$ cat config.mk
export PLATFORM = sky130hd
export DESIGN_NAME = sacc_top
export DESIGN_NICKNAME = d
export VERILOG_FILES = /design/src/sacc_pkg.sv /design/src/sacc_top.sv
export VERILOG_INCLUDE_DIRS = /design/src /design/src/src
export SDC_FILE = /design/constraint.sdc
export NUM_CORES = 1
export LEC_CHECK = 0
export ABC_AREA = 1
export BUFFER_PORTS_ARGS = -buffer_cell sky130_fd_sc_hd__clkbuf_2
export CAP_MARGIN = 20
export CORE_UTILIZATION = 49
export DETAILED_ROUTE_END_ITERATION = 8
export GPL_ROUTABILITY_DRIVEN = 0
export PLACE_DENSITY = 0.77
export SYNTH_ARGS = -nofsm -noshare
export SYNTH_HDL_FRONTEND = slang
export SYNTH_SLANG_ARGS = --single-unit
$ cat constraint.sdc
create_clock -name pclk -period 2.1 [get_ports pclk]
set_clock_uncertainty 0.05 [all_clocks]
set_input_delay 0.42 -clock pclk [delete_from_list [all_inputs] [get_ports pclk]]
set_output_delay 0.42 -clock pclk [all_outputs]
set_load 0.005 [all_outputs]
$ cat src/sacc_map.svh
// Register offsets, field positions, reset values and timing counts of the converter control
`ifndef SACC_MAP_SVH
`define SACC_MAP_SVH

`define SACC_OFF_CTRL_A 8'h00
`define SACC_OFF_CTRL_B 8'h04
`define SACC_OFF_INSEL 8'h08
`define SACC_OFF_RES_LO 8'h0c
`define SACC_OFF_RES_HI 8'h10
`define SACC_OFF_PWR 8'h14

`define SACC_A_EN 7
`define SACC_A_START 6
`define SACC_A_AUTO 5
`define SACC_A_FLAG 4
`define SACC_A_PS_LO 0
`define SACC_B_TS_LO 0
`define SACC_I_REF_LO 6
`define SACC_I_LADJ 5
`define SACC_I_CH_LO 0
`define SACC_P_GATE 0

`define SACC_RST_PS 3'h0
`define SACC_RST_TS 3'h0
`define SACC_RST_CH 5'h00
`define SACC_RST_REF 2'h0
`define SACC_RST_GATE 1'b1

`define SACC_LEN_NORMAL 5'd13
`define SACC_LEN_FIRST 5'd25
`define SACC_LEN_DIFF 5'd14
`define SACC_SH_NORMAL 5'd1
`define SACC_SH_FIRST 5'd13
`define SACC_SH_AUTO 5'd2
`define SACC_SYNC_CYC 3
`define SACC_TS_SELF 3'h0
`define SACC_CH_DIFF_LO 5'h08
`define SACC_CH_DIFF_HI 5'h1d

`endif

$ cat src/sacc_pkg.sv
// Types shared by the converter control logic
package sacc_pkg;

    typedef enum logic {
        SACC_IDLE,
        SACC_CONV
    } sacc_mode_t;

    typedef struct packed {
        sacc_mode_t st;
        logic ctl_en;
        logic start;
        logic auto_en;
        logic flag;
        logic [2:0] ps;
        logic [2:0] tsel;
        logic pgate;
        logic [1:0] refsel;
        logic ladj;
        logic [4:0] chsel;
        logic [4:0] act_ch;
        logic [1:0] act_ref;
        logic [9:0] res;
        logic lock;
        logic [7:0] pcnt;
        logic half;
        logic [4:0] ccnt;
        logic [4:0] clen;
        logic [4:0] shat;
        logic first;
        logic trig_prev;
        logic [2:0] sync;
        logic sh;
        logic done;
        logic [31:0] prdata;
    } sacc_state_t;

    typedef struct packed {
        logic [7:0] paddr;
        logic psel;
        logic penable;
        logic pwrite;
        logic [31:0] pwdata;
    } sacc_apb_req_t;

endpackage

$ cat src/sacc_top.sv
// Conversion control for a 10-bit successive-approximation converter with APB registers
//
// Local design decisions: register access over APB and the placing of the registers.
`timescale 1ns/1ps
`include "sacc_map.svh"

// Notes on behaviour
// - Runs only when enabled and ungated
// - Five-bit field selects the analog input
// - Result right-aligned, left when left_adjust set
// - Low byte read locks result until high
// - Discarded result still raises completion flag
// - Start bit starts, reads one, self-clears
// - Channel change waits for running conversion
// - Auto trigger starts from selected source
// - Trigger edge resets prescaler; busy edges ignored
// - Source flag must clear before next edge
// - Own completion flag trigger free-runs
// - Software start works; start reads one busy
// - Prescaler runs when enabled, reset otherwise
// - Software start begins on next converter edge
// - Conversion 13 cycles, first one 25
// - Sample at 1.5, first at 13.5
// - Completion stores result, sets flag, clears start
// - Auto sample two cycles after edge plus sync
// - Free-running restarts, start stays high
// - Reference select picks supply, internal, external
// - Selections frozen during conversion, buffered otherwise
// - Differential on high half-rate clock takes 14
module sacc_top #(
    parameter int NTRIG = 8
) (
    input wire logic pclk,
    input wire logic presetn,
    input wire logic ce,
    input wire sacc_pkg::sacc_apb_req_t apb,
    output logic [31:0] prdata,
    output logic pready,
    output logic pslverr,
    input wire logic [NTRIG-1:0] trig_in,
    input wire logic [9:0] adc_result,
    output logic analog_enable,
    output logic conv_busy,
    output logic conv_done,
    output logic sample_hold,
    output logic [4:0] active_channel,
    output logic [1:0] active_reference,
    output logic half_rate_converter_clock
);

    sacc_pkg::sacc_state_t s_q;
    sacc_pkg::sacc_state_t s_d;

    logic run;
    logic tick;
    logic [7:0] div_last;
    logic acc;
    logic wr;
    logic rd;
    logic last_tick;
    logic free_mode;
    logic trig_lvl;
    logic trig_edge;
    logic is_diff;
    logic [31:0] rd_word;

    function automatic logic addr_hit(input logic [7:0] a);
        addr_hit = (a == `SACC_OFF_CTRL_A) || (a == `SACC_OFF_CTRL_B)
            || (a == `SACC_OFF_INSEL) || (a == `SACC_OFF_RES_LO)
            || (a == `SACC_OFF_RES_HI) || (a == `SACC_OFF_PWR);
    endfunction

    // Presentation only; stored value and lock untouched
    function automatic logic [7:0] res_byte(input logic [9:0] r, input logic la,
            input logic hi);
        if (la) begin
            res_byte = hi ? r[9:2] : {r[1:0], 6'h00};
        end else begin
            res_byte = hi ? {6'h00, r[9:8]} : r[7:0];
        end
    endfunction

    assign run = s_q.ctl_en & ~s_q.pgate;
    assign div_last = (s_q.ps == 3'h0) ? 8'h01 : ((8'h01 << s_q.ps) - 8'h01);
    // A shorter division written mid-count must not wait for the counter to wrap
    assign tick = ce & run & (s_q.pcnt >= div_last);
    assign acc = apb.psel & apb.penable;
    assign wr = acc & apb.pwrite;
    assign rd = acc & ~apb.pwrite;
    assign last_tick = tick & (s_q.st == sacc_pkg::SACC_CONV)
        & (s_q.ccnt == s_q.clen - 5'd1);
    assign free_mode = s_q.auto_en & (s_q.tsel == `SACC_TS_SELF);
    assign is_diff = (s_q.act_ch >= `SACC_CH_DIFF_LO) && (s_q.act_ch <= `SACC_CH_DIFF_HI);
    // Other sources are outside flags; the edge only recurs once they clear
    assign trig_lvl = (s_q.tsel == `SACC_TS_SELF) ? 1'b0 : trig_in[s_q.tsel];
    assign trig_edge = trig_lvl & ~s_q.trig_prev;

    always_comb begin
        rd_word = 32'h0000_0000;
        unique case (apb.paddr)
            `SACC_OFF_CTRL_A: begin
                rd_word[`SACC_A_EN] = s_q.ctl_en;
                rd_word[`SACC_A_START] = s_q.start;
                rd_word[`SACC_A_AUTO] = s_q.auto_en;
                rd_word[`SACC_A_FLAG] = s_q.flag;
                rd_word[`SACC_A_PS_LO +: 3] = s_q.ps;
            end
            `SACC_OFF_CTRL_B: rd_word[`SACC_B_TS_LO +: 3] = s_q.tsel;
            `SACC_OFF_INSEL: begin
                rd_word[`SACC_I_REF_LO +: 2] = s_q.refsel;
                rd_word[`SACC_I_LADJ] = s_q.ladj;
                rd_word[`SACC_I_CH_LO +: 5] = s_q.chsel;
            end
            `SACC_OFF_RES_LO: rd_word[7:0] = res_byte(s_q.res, s_q.ladj, 1'b0);
            `SACC_OFF_RES_HI: rd_word[7:0] = res_byte(s_q.res, s_q.ladj, 1'b1);
            `SACC_OFF_PWR: rd_word[`SACC_P_GATE] = s_q.pgate;
            default: rd_word = 32'h0000_0000;
        endcase
    end

    always_comb begin
        s_d = s_q;
        s_d.sh = 1'b0;
        s_d.done = 1'b0;
        if (ce) begin
            // Read data is captured in setup so the bus sees a flop
            if (apb.psel & ~apb.penable) begin
                s_d.prdata = rd_word;
            end
            if (wr) begin
                unique case (apb.paddr)
                    `SACC_OFF_CTRL_A: begin
                        s_d.ctl_en = apb.pwdata[`SACC_A_EN];
                        s_d.auto_en = apb.pwdata[`SACC_A_AUTO];
                        s_d.ps = apb.pwdata[`SACC_A_PS_LO +: 3];
                        if (apb.pwdata[`SACC_A_FLAG]) begin
                            s_d.flag = 1'b0;
                        end
                        if (apb.pwdata[`SACC_A_START]) begin
                            s_d.start = 1'b1;
                        end
                    end
                    `SACC_OFF_CTRL_B: s_d.tsel = apb.pwdata[`SACC_B_TS_LO +: 3];
                    `SACC_OFF_INSEL: begin
                        s_d.refsel = apb.pwdata[`SACC_I_REF_LO +: 2];
                        s_d.ladj = apb.pwdata[`SACC_I_LADJ];
                        s_d.chsel = apb.pwdata[`SACC_I_CH_LO +: 5];
                    end
                    `SACC_OFF_PWR: s_d.pgate = apb.pwdata[`SACC_P_GATE];
                    default: s_d.pgate = s_q.pgate;
                endcase
            end
            if (rd && apb.paddr == `SACC_OFF_RES_LO) begin
                s_d.lock = 1'b1;
            end
            if (rd && apb.paddr == `SACC_OFF_RES_HI) begin
                s_d.lock = 1'b0;
            end

            s_d.pcnt = tick ? 8'h00 : s_q.pcnt + 8'h01;
            if (tick) begin
                s_d.half = ~s_q.half;
            end
            s_d.trig_prev = trig_lvl;
            s_d.sync = {s_q.sync[1:0], 1'b0};

            // Live selection follows the register while running, except mid-conversion
            if (run && (s_q.st == sacc_pkg::SACC_IDLE || last_tick)) begin
                s_d.act_ch = s_q.chsel;
                s_d.act_ref = s_q.refsel;
            end

            unique case (s_q.st)
                sacc_pkg::SACC_IDLE: begin
                    if (s_q.auto_en && trig_edge && s_q.sync == 3'h0) begin
                        s_d.sync[0] = 1'b1;
                    end
                    if (s_q.sync[`SACC_SYNC_CYC-1]) begin
                        s_d.pcnt = 8'h00;
                        s_d.half = 1'b0;
                        s_d.start = 1'b1;
                        s_d.st = sacc_pkg::SACC_CONV;
                        s_d.ccnt = 5'd0;
                        s_d.clen = s_q.first ? `SACC_LEN_FIRST : `SACC_LEN_NORMAL;
                        s_d.shat = s_q.first ? `SACC_SH_FIRST : `SACC_SH_AUTO;
                    end else if (s_q.start && tick) begin
                        s_d.st = sacc_pkg::SACC_CONV;
                        s_d.ccnt = 5'd0;
                        if (s_q.first) begin
                            s_d.clen = `SACC_LEN_FIRST;
                            s_d.shat = `SACC_SH_FIRST;
                        end else begin
                            s_d.clen = (is_diff && s_q.half) ? `SACC_LEN_DIFF
                                : `SACC_LEN_NORMAL;
                            s_d.shat = `SACC_SH_NORMAL;
                        end
                    end
                end
                sacc_pkg::SACC_CONV: begin
                    s_d.start = 1'b1;
                    if (tick) begin
                        s_d.ccnt = s_q.ccnt + 5'd1;
                        // Sampling on the tick after the half-cycle point
                        if (s_q.ccnt == s_q.shat) begin
                            s_d.sh = 1'b1;
                        end
                    end
                    if (last_tick) begin
                        s_d.done = 1'b1;
                        s_d.flag = 1'b1;
                        s_d.first = 1'b0;
                        if (!s_q.lock) begin
                            s_d.res = adc_result;
                        end
                        if (free_mode) begin
                            s_d.ccnt = 5'd0;
                            s_d.clen = is_diff ? `SACC_LEN_DIFF : `SACC_LEN_NORMAL;
                            s_d.shat = `SACC_SH_NORMAL;
                        end else begin
                            s_d.start = 1'b0;
                            s_d.st = sacc_pkg::SACC_IDLE;
                        end
                    end
                end
            endcase

            // Disabling aborts any conversion; next run counts as first
            if (!run) begin
                s_d.pcnt = 8'h00;
                s_d.half = 1'b0;
                s_d.st = sacc_pkg::SACC_IDLE;
                s_d.start = 1'b0;
                s_d.sync = 3'h0;
                s_d.first = 1'b1;
            end
        end
    end

    always_ff @(posedge pclk or negedge presetn) begin
        if (!presetn) begin
            s_q <= '{st: sacc_pkg::SACC_IDLE, ps: `SACC_RST_PS, tsel: `SACC_RST_TS,
                pgate: `SACC_RST_GATE, refsel: `SACC_RST_REF, chsel: `SACC_RST_CH,
                act_ch: `SACC_RST_CH, act_ref: `SACC_RST_REF, first: 1'b1,
                default: '0};
        end else begin
            s_q <= s_d;
        end
    end

    assign prdata = s_q.prdata;
    assign pready = 1'b1;
    assign pslverr = acc & ~addr_hit(apb.paddr);
    assign analog_enable = run;
    assign conv_busy = (s_q.st == sacc_pkg::SACC_CONV);
    assign conv_done = s_q.done;
    assign sample_hold = s_q.sh;
    assign active_channel = s_q.act_ch;
    assign active_reference = s_q.act_ref;
    assign half_rate_converter_clock = s_q.half;

    // Checks
    flag_on_done_a: assert property (@(posedge pclk) disable iff (!presetn)
        ce && last_tick |=> s_q.flag && s_q.done)
        else $error("completion did not raise flag");

    lock_hold_a: assert property (@(posedge pclk) disable iff (!presetn)
        s_q.lock && !(rd && apb.paddr == `SACC_OFF_RES_HI) |=> $stable(s_q.res))
        else $error("locked result changed");

    busy_start_a: assert property (@(posedge pclk) disable iff (!presetn)
        conv_busy |-> s_q.start)
        else $error("start bit low during conversion");

    prescale_hold_a: assert property (@(posedge pclk) disable iff (!presetn)
        ce && !run |=> s_q.pcnt == 8'h00 && !conv_busy)
        else $error("prescaler not reset while disabled");

    sel_frozen_a: assert property (@(posedge pclk) disable iff (!presetn)
        conv_busy && !last_tick |=> $stable(s_q.act_ch) && $stable(s_q.act_ref))
        else $error("selection changed mid-conversion");

    first_len_a: assert property (@(posedge pclk) disable iff (!presetn)
        ce && run && !conv_busy && s_q.first && s_q.start && tick
        |=> s_q.clen == `SACC_LEN_FIRST && s_q.shat == `SACC_SH_FIRST)
        else $error("first conversion length wrong");

    single_clear_a: assert property (@(posedge pclk) disable iff (!presetn)
        ce && run && last_tick && !free_mode |=> !s_q.start && !conv_busy)
        else $error("single conversion left start set");

    free_run_a: assert property (@(posedge pclk) disable iff (!presetn)
        ce && run && last_tick && free_mode |=> conv_busy && s_q.start && s_q.ccnt == 5'd0)
        else $error("free-running did not restart");

    auto_sync_a: assert property (@(posedge pclk) disable iff (!presetn)
        ce && run && !conv_busy && s_q.auto_en && trig_edge && s_q.sync == 3'h0
        ##1 ce [*2] ##1 ce && run |=> conv_busy && s_q.shat == `SACC_SH_AUTO
        || s_q.clen == `SACC_LEN_FIRST)
        else $error("auto trigger not started after sync");

endmodule // sacc_top

# After elaboration in Yosys (flattened, before gate mapping)
# Cells that the tools add are included.
totals:
  regBits: 77
  word_cells: 158
  out_inout_bits: 46
op_classes:
  n_bitwise: 20
  mux: 57
  reduce_logical: 31
  magnitude_cmp: 4
  n_addsub: 4
  n_eq_ne: 15
  shift: 1
op_table:
  columns: ["op", "n"]
  rows:
  - ["2-to-1 mux 8 bit", 6]
  - ["2-to-1 mux 15 bit", 3]
  - ["2-to-1 mux 34 bit", 1]
  - ["one-hot mux 15 bit (2 select lines)", 1]
  - ["2-to-1 mux 9 bit", 3]
  - ["2-to-1 mux 1 bit", 24]
  - ["2-to-1 mux 18 bit", 1]
  - ["== test 8 x 4 -> 1 bit, second input constant", 2]
  - ["== test 8 x 5 -> 1 bit, second input constant", 2]
  - ["2-to-1 mux 16 bit", 1]
  - ["one-hot mux 4 bit (4 select lines)", 1]
  - ["AND reduction 3 bit", 5]
  - ["AND 1 bit", 12]
  - ["AND reduction 4 bit", 3]
  - ["== test 5 bit", 2]
  - ["2-to-1 mux 10 bit", 1]
  - ["2-to-1 mux 5 bit", 2]
  - ["one-hot mux 2 bit (5 select lines)", 1]
  - ["zero test 3 bit", 3]
  - ["adder 8 x 1 -> 8 bit, second input constant", 1]
  - ["== test 8 x 3 -> 1 bit, second input constant", 1]
  - [">= comparator 8 bit", 1]
  - ["logical AND 1 bit", 8]
  - ["zero test 8 bit", 1]
  - ["other kinds (24)", 46]

# Longest topological paths before layout
depth:
  ltp_word: 10
  depth_mapped: 16
  mapped_depth_nobuf: 14

# Least setup slack after synthesis
# No wires, ideal clock.
synth_path:
  path_type: "register -> register"
  startpoint: "register s_q[95] (netlist name)"
  endpoint: "register s_q (netlist bit active_channel[2])"
  setup_time_ns: 0.117
  t_arrival_ns: 1.855
  path_buffers: 2
  path_stages_with_launch: 14
  slack_ns: 0.078
  cell_sequence: "dfrtp_1 clkbuf_1 nand3_1 ha_1 nand2_1 a21oi_1 nor2_1 nand2_2 nand2_2 o21ai_4 nand2_4 buf_6 nand2_2 o21ai_2"
synth_via:
  elab_chain_cells: 10
  elab_cells_between_ends: 11
synth_rtl:
  columns: ["item", "line", "text"]
  rows:
  - ["from (decl)", "sacc_top.sv:51", "sacc_pkg::sacc_state_t s_q;"]
  - ["from (signal assigned)", "sacc_top.sv:241", "s_q <= '{st: sacc_pkg::SACC_IDLE, ps: `SACC_RST_PS, tsel: `SACC_RST_TS,"]
  - ["<< shifter 1 x 3 -> 8 bit", "sacc_top.sv:84", "assign div_last = (s_q.ps == 3'h0) ? 8'h01 : ((8'h01 << s_q.ps) - 8'h01);"]
  - ["subtractor 8 x 1 -> 8 bit", "sacc_top.sv:84", null]
  - ["2-to-1 mux 8 bit *", "sacc_top.sv:84", null]
  - [">= comparator 8 bit *", "sacc_top.sv:86", "assign tick = ce & run & (s_q.pcnt >= div_last);"]
  - ["AND 1 bit *", "sacc_top.sv:86", null]
  - ["AND 1 bit *", "sacc_top.sv:90", "assign last_tick = tick & (s_q.st == sacc_pkg::SACC_CONV)"]
  - ["AND 1 bit *", "sacc_top.sv:91", "& (s_q.ccnt == s_q.clen - 5'd1);"]
  - ["logical OR 1 bit *", "sacc_top.sv:168", "if (run && (s_q.st == sacc_pkg::SACC_IDLE || last_tick)) begin"]
  - ["logical AND 1 bit *", "sacc_top.sv:168", null]
  - ["AND reduction 2 bit (no line) *", null, null]
# Mark *: on every way between the ends. The rest lies on a longest branch, timed or not.
# A chain may end at the register's enable or synchronous reset.

# Worst setup path after layout
layout_path:
  startpoint: "register s_q[93] (netlist name)"
  endpoint: "register s_q[71] (netlist name)"
layout_via:
  elab_chain_cells: 8
  elab_cells_between_ends: 9
layout_rtl:
  columns: ["item", "line"]
  rows:
  - ["<< shifter 1 x 3 -> 8 bit", "sacc_top.sv:84"]
  - ["subtractor 8 x 1 -> 8 bit", "sacc_top.sv:84"]
  - ["2-to-1 mux 8 bit *", "sacc_top.sv:84"]
  - [">= comparator 8 bit *", "sacc_top.sv:86"]
  - ["AND 1 bit *", "sacc_top.sv:86"]
  - ["AND 1 bit *", "sacc_top.sv:90"]
  - ["AND 1 bit *", "sacc_top.sv:91"]
  - ["AND reduction 4 bit (no line) *", null]
# Marked as above.

==> flow_metrics.py <==
metrics = {
    "route": {
        "via_count": 4118,
        "drc": 2,
        "viasPerCell": 5.307,
        "wl_per_cell_microns": 14.38,
        "dr.pass1.iters": 9,
        "routed_wirelength_microns": 11160,
        "antenna_left": 0,
        "first_iter_violations": 327,
    },
    "sta": {
        "setup_slack_ns": -0.02748,
        "setup_viol": 23,
        "grt_setup_unrepaired": "true",
        "slew_headroom": 0.6199,
        "slew_viol_final": 0,
        "fin_crit_sh": 1.013,
        "fmax_ghz": 0.4700,
        "worst_slew_pin_slew_ns": 0.5701,
        "final_hold_viol_count": 0,
        "min_period_ns": 2.127,
    },
    "synthesis": {
        "synth_top_area_cell": "dfrtp_1",
        "synth-main-ff-cell": "dfrtp_1",
        "ys_ff_latch": 74,
        "yosys_warnings": 0,
        "yosys-top-cells-area": "dfrtp_1, nand2_1, buf_4",
        "syn-cell-area_sq_um": 4541,
        "synthDistinctLibCells": 48,
        "synth_edf_count": 0,
        "post_synth_inst_count": 589,
        "synth.most_common_cell": "nand2_1",
        "synth_common_cells": "nand2_1, inv_1, dfrtp_1",
        "yosysSeqAreaShare": 0.4084,
        "synthArstFlopShare": 1.000,
        "syn_avg_cell_area_sq_um": 7.709,
        "synth_top_area_frac": 0.3968,
    },
    "power": {
        "powerDensity_nw_per_um2": 550.7,
        "ir_drop_v": 0.0003286,
        "pwr-share-seq": 0.514,
        "p_sw_w": 0.0007876,
        "leakage_nw": 2.702,
        "swShare": 0.2717,
        "p_int_w": 0.002112,
        "p_comb_frac": 0.105,
        "clock_power_share": 0.381,
    },
    "clock_network": {
        "cts_hold_buffers": 0,
        "clock-sinks": 74,
        "cts_tree": "done",
        "htreeDepth": 3,
        "clk_latency_ns": 0.35,
        "cts.path.max_buffers": 2,
        "clk_pin_slew_worst_paths_ns": 0.08,
        "cts_buffers": 9,
        "ctsRootBufferMaster": "clkbuf_8",
    },
    "setup_path": {
        "path_class": "reg -> reg",
        "r2r_slack_ns": -0.03,
        "critPathLaunchType": "flip-flop",
        "arrival_ns": 2.32,
        "crit_path_max_fanout": 8,
        "endpoint_kind": "flip-flop",
        "worstPathRequired_ns": 2.30,
    },
    "finish": {
        "fillers": 788,
        "diodes": 0,
        "layout-drive-gt1-share": 0.2560,
        "multi_input_area_sq_um": 2203,
        "ff_latch_area_sq_um": 1857,
        "stdcell_count": 776,
        "area_growth_pct": 15.95,
        "nets": 737,
        "stdcell_area_sq_um": 5265,
    },
    "global_route": {
        "grt_first_pass_wirelength_microns": 17510,
        "antenna_found_initial": 0,
        "gr-total-overflow": 0,
        "grt_pass1_vias": 3785,
        "grtUsageTotal": 0.2296,
        "grt_max_degree": 29,
    },
    "place": {
        "dp_slack_ns": -0.1136,
        "dpl.cell_count": 753,
        "io_buffers": 60,
        "dpl_cell_area_sq_um": 4895,
        "dp_hpwl_microns": 8068,
    },
    "floorplan": {
        "io_pins": 110,
        "core_sq_um": 8848,
        "die-area_sq_um": 9655,
        "core.rowCount": 34,
        "die_w_microns": 98.26,
        "initial_core_util": 0.5132,
        "chipHeight_microns": 98.26,
    },
    "min_path": {
        "hp-class": "in -> async",
    },
    "run_status": {
        "violations": "DRC, setup timing",
        "status": "finished, violations left",
    },
    "run": {
        "cap_violations": 0,
    },
}
-- power by group through the flow --
stage                     logic (W)  clock network (W)  registers, W
after floorplan            0.000206                  0       0.00151
after global placement     0.000283                  0       0.00151
after detailed placement   0.000294                  0       0.00151
after CTS                  0.000298            0.00112       0.00149
after global routing       0.000346            0.00118       0.00149
final                      0.000305            0.00110       0.00149
-- cells in the final DEF, fill, tap and decap left out, drive strengths merged, types with 2 or more instances in the layout --
cell and n:
a21oi 15, buf 29, clkbuf 68, clkinv 5
clkinvlp 2, conb 26, dfrtp 72, dfstp 2
ha 10, inv 82, nand2 160, nand3 46
nand3b 2, nand4 10, nor2 45, nor3 5
nor4 2, o21ai 54, o22ai 12, o31ai 5
xor2 4
-- what timing repair did --
item,4_1_cts,5_1_grt
gates resized for setup,3,26
endpoints found under the setup margin,14,33
buffers inserted,0,4
pin swaps,1,6
cloned,0,3
-- worst max-delay path, cell delays in order (launching register included) --
cell	delay (ns)
dfrtp_1	0.43
nand3_1	0.12
ha_1	0.31
nand2_2	0.07
a21oi_2	0.10
nor2_1	0.08
nand2_4	0.13
nand3_2	0.12
nor2_4	0.22
buf_12	0.15
nand2_8	0.07
nor2_2	0.13
a21oi_2	0.04
-- state kept, by name (all words and copies together), names as in the netlist --
name,count
conv_done,1
conv_busy,1
half_rate_converter_clock,1
prdata,8
sample_hold,1
active_reference,2
s_q,55
active_channel,5
-- cell type report --
| class | instances | share of cell area |
|---|---|---|
| Tap cell | 108 | 0.02567 |
| Multi-Input combinational cell | 407 | 0.4185 |
| Clock buffer | 9 | 0.02353 |
| Timing Repair Buffer | 88 | 0.1065 |
| Inverter | 83 | 0.06012 |
| Sequential cell | 74 | 0.3527 |
| Clock inverter | 7 | 0.01307 |
-- metrics by stage --
stage | hold slack, ns | util | total power [W] | setup TNS (ns)
2_1_floorplan | 0.07441 | - | 0.001713 | 0
3_3_place_gp | 0.3870 | 0.5532 | 0.001796 | 0
3_5_place_dp | 0.3995 | 0.5532 | 0.001808 | -0.3359
4_1_cts | 0.01816 | 0.5762 | 0.002903 | 0
5_1_grt | 0.04606 | 0.5950 | 0.003017 | -3.627
6_report | 0.004192 | 0.5950 | 0.002899 | -0.2299
-- logic make-up (layout without fill, tap and decap cells) --
group,Yosys count,count (layout),synth area share
DFF,74,74,0.4084
xor gates and xnor gates,5,5,0.009644
other,2,26,0.001654
muxes,1,1,0.002480
adders and majority gates,10,10,0.02756
and+or+nand+nor,268,271,0.2656
AOI/OAI and AO/OA,94,94,0.1292
buffers and inverters,135,187,0.1554
-- path summary, 6_finish.rpt --
kind,startpoint,endpoint,depth (start not counted)
min in group pclk,apb[5],s_q[86],3
max in group asynchronous,presetn,s_q[89],2
setup reg to reg,s_q[93],s_q[71],12
setup / recovery,s_q[93],s_q[71],12
hold reg to reg,prdata[4],prdata[4],2
hold / removal,presetn,s_q[59],1
-- layer usage --
| layer | GRT usage | up-vias | wire length [microns] |
|---|---|---|---|
| met5 | 0 | - | 0 |
| met4 | 0.08496 | 0 | 210 |
| met3 | 0.02863 | 18 | 769 |
| met2 | 0.3684 | 170 | 5233 |
| met1 | 0.3192 | 1930 | 4943 |
| li1 | - | 2000 | - |
(Power assumes the default switching activity.)
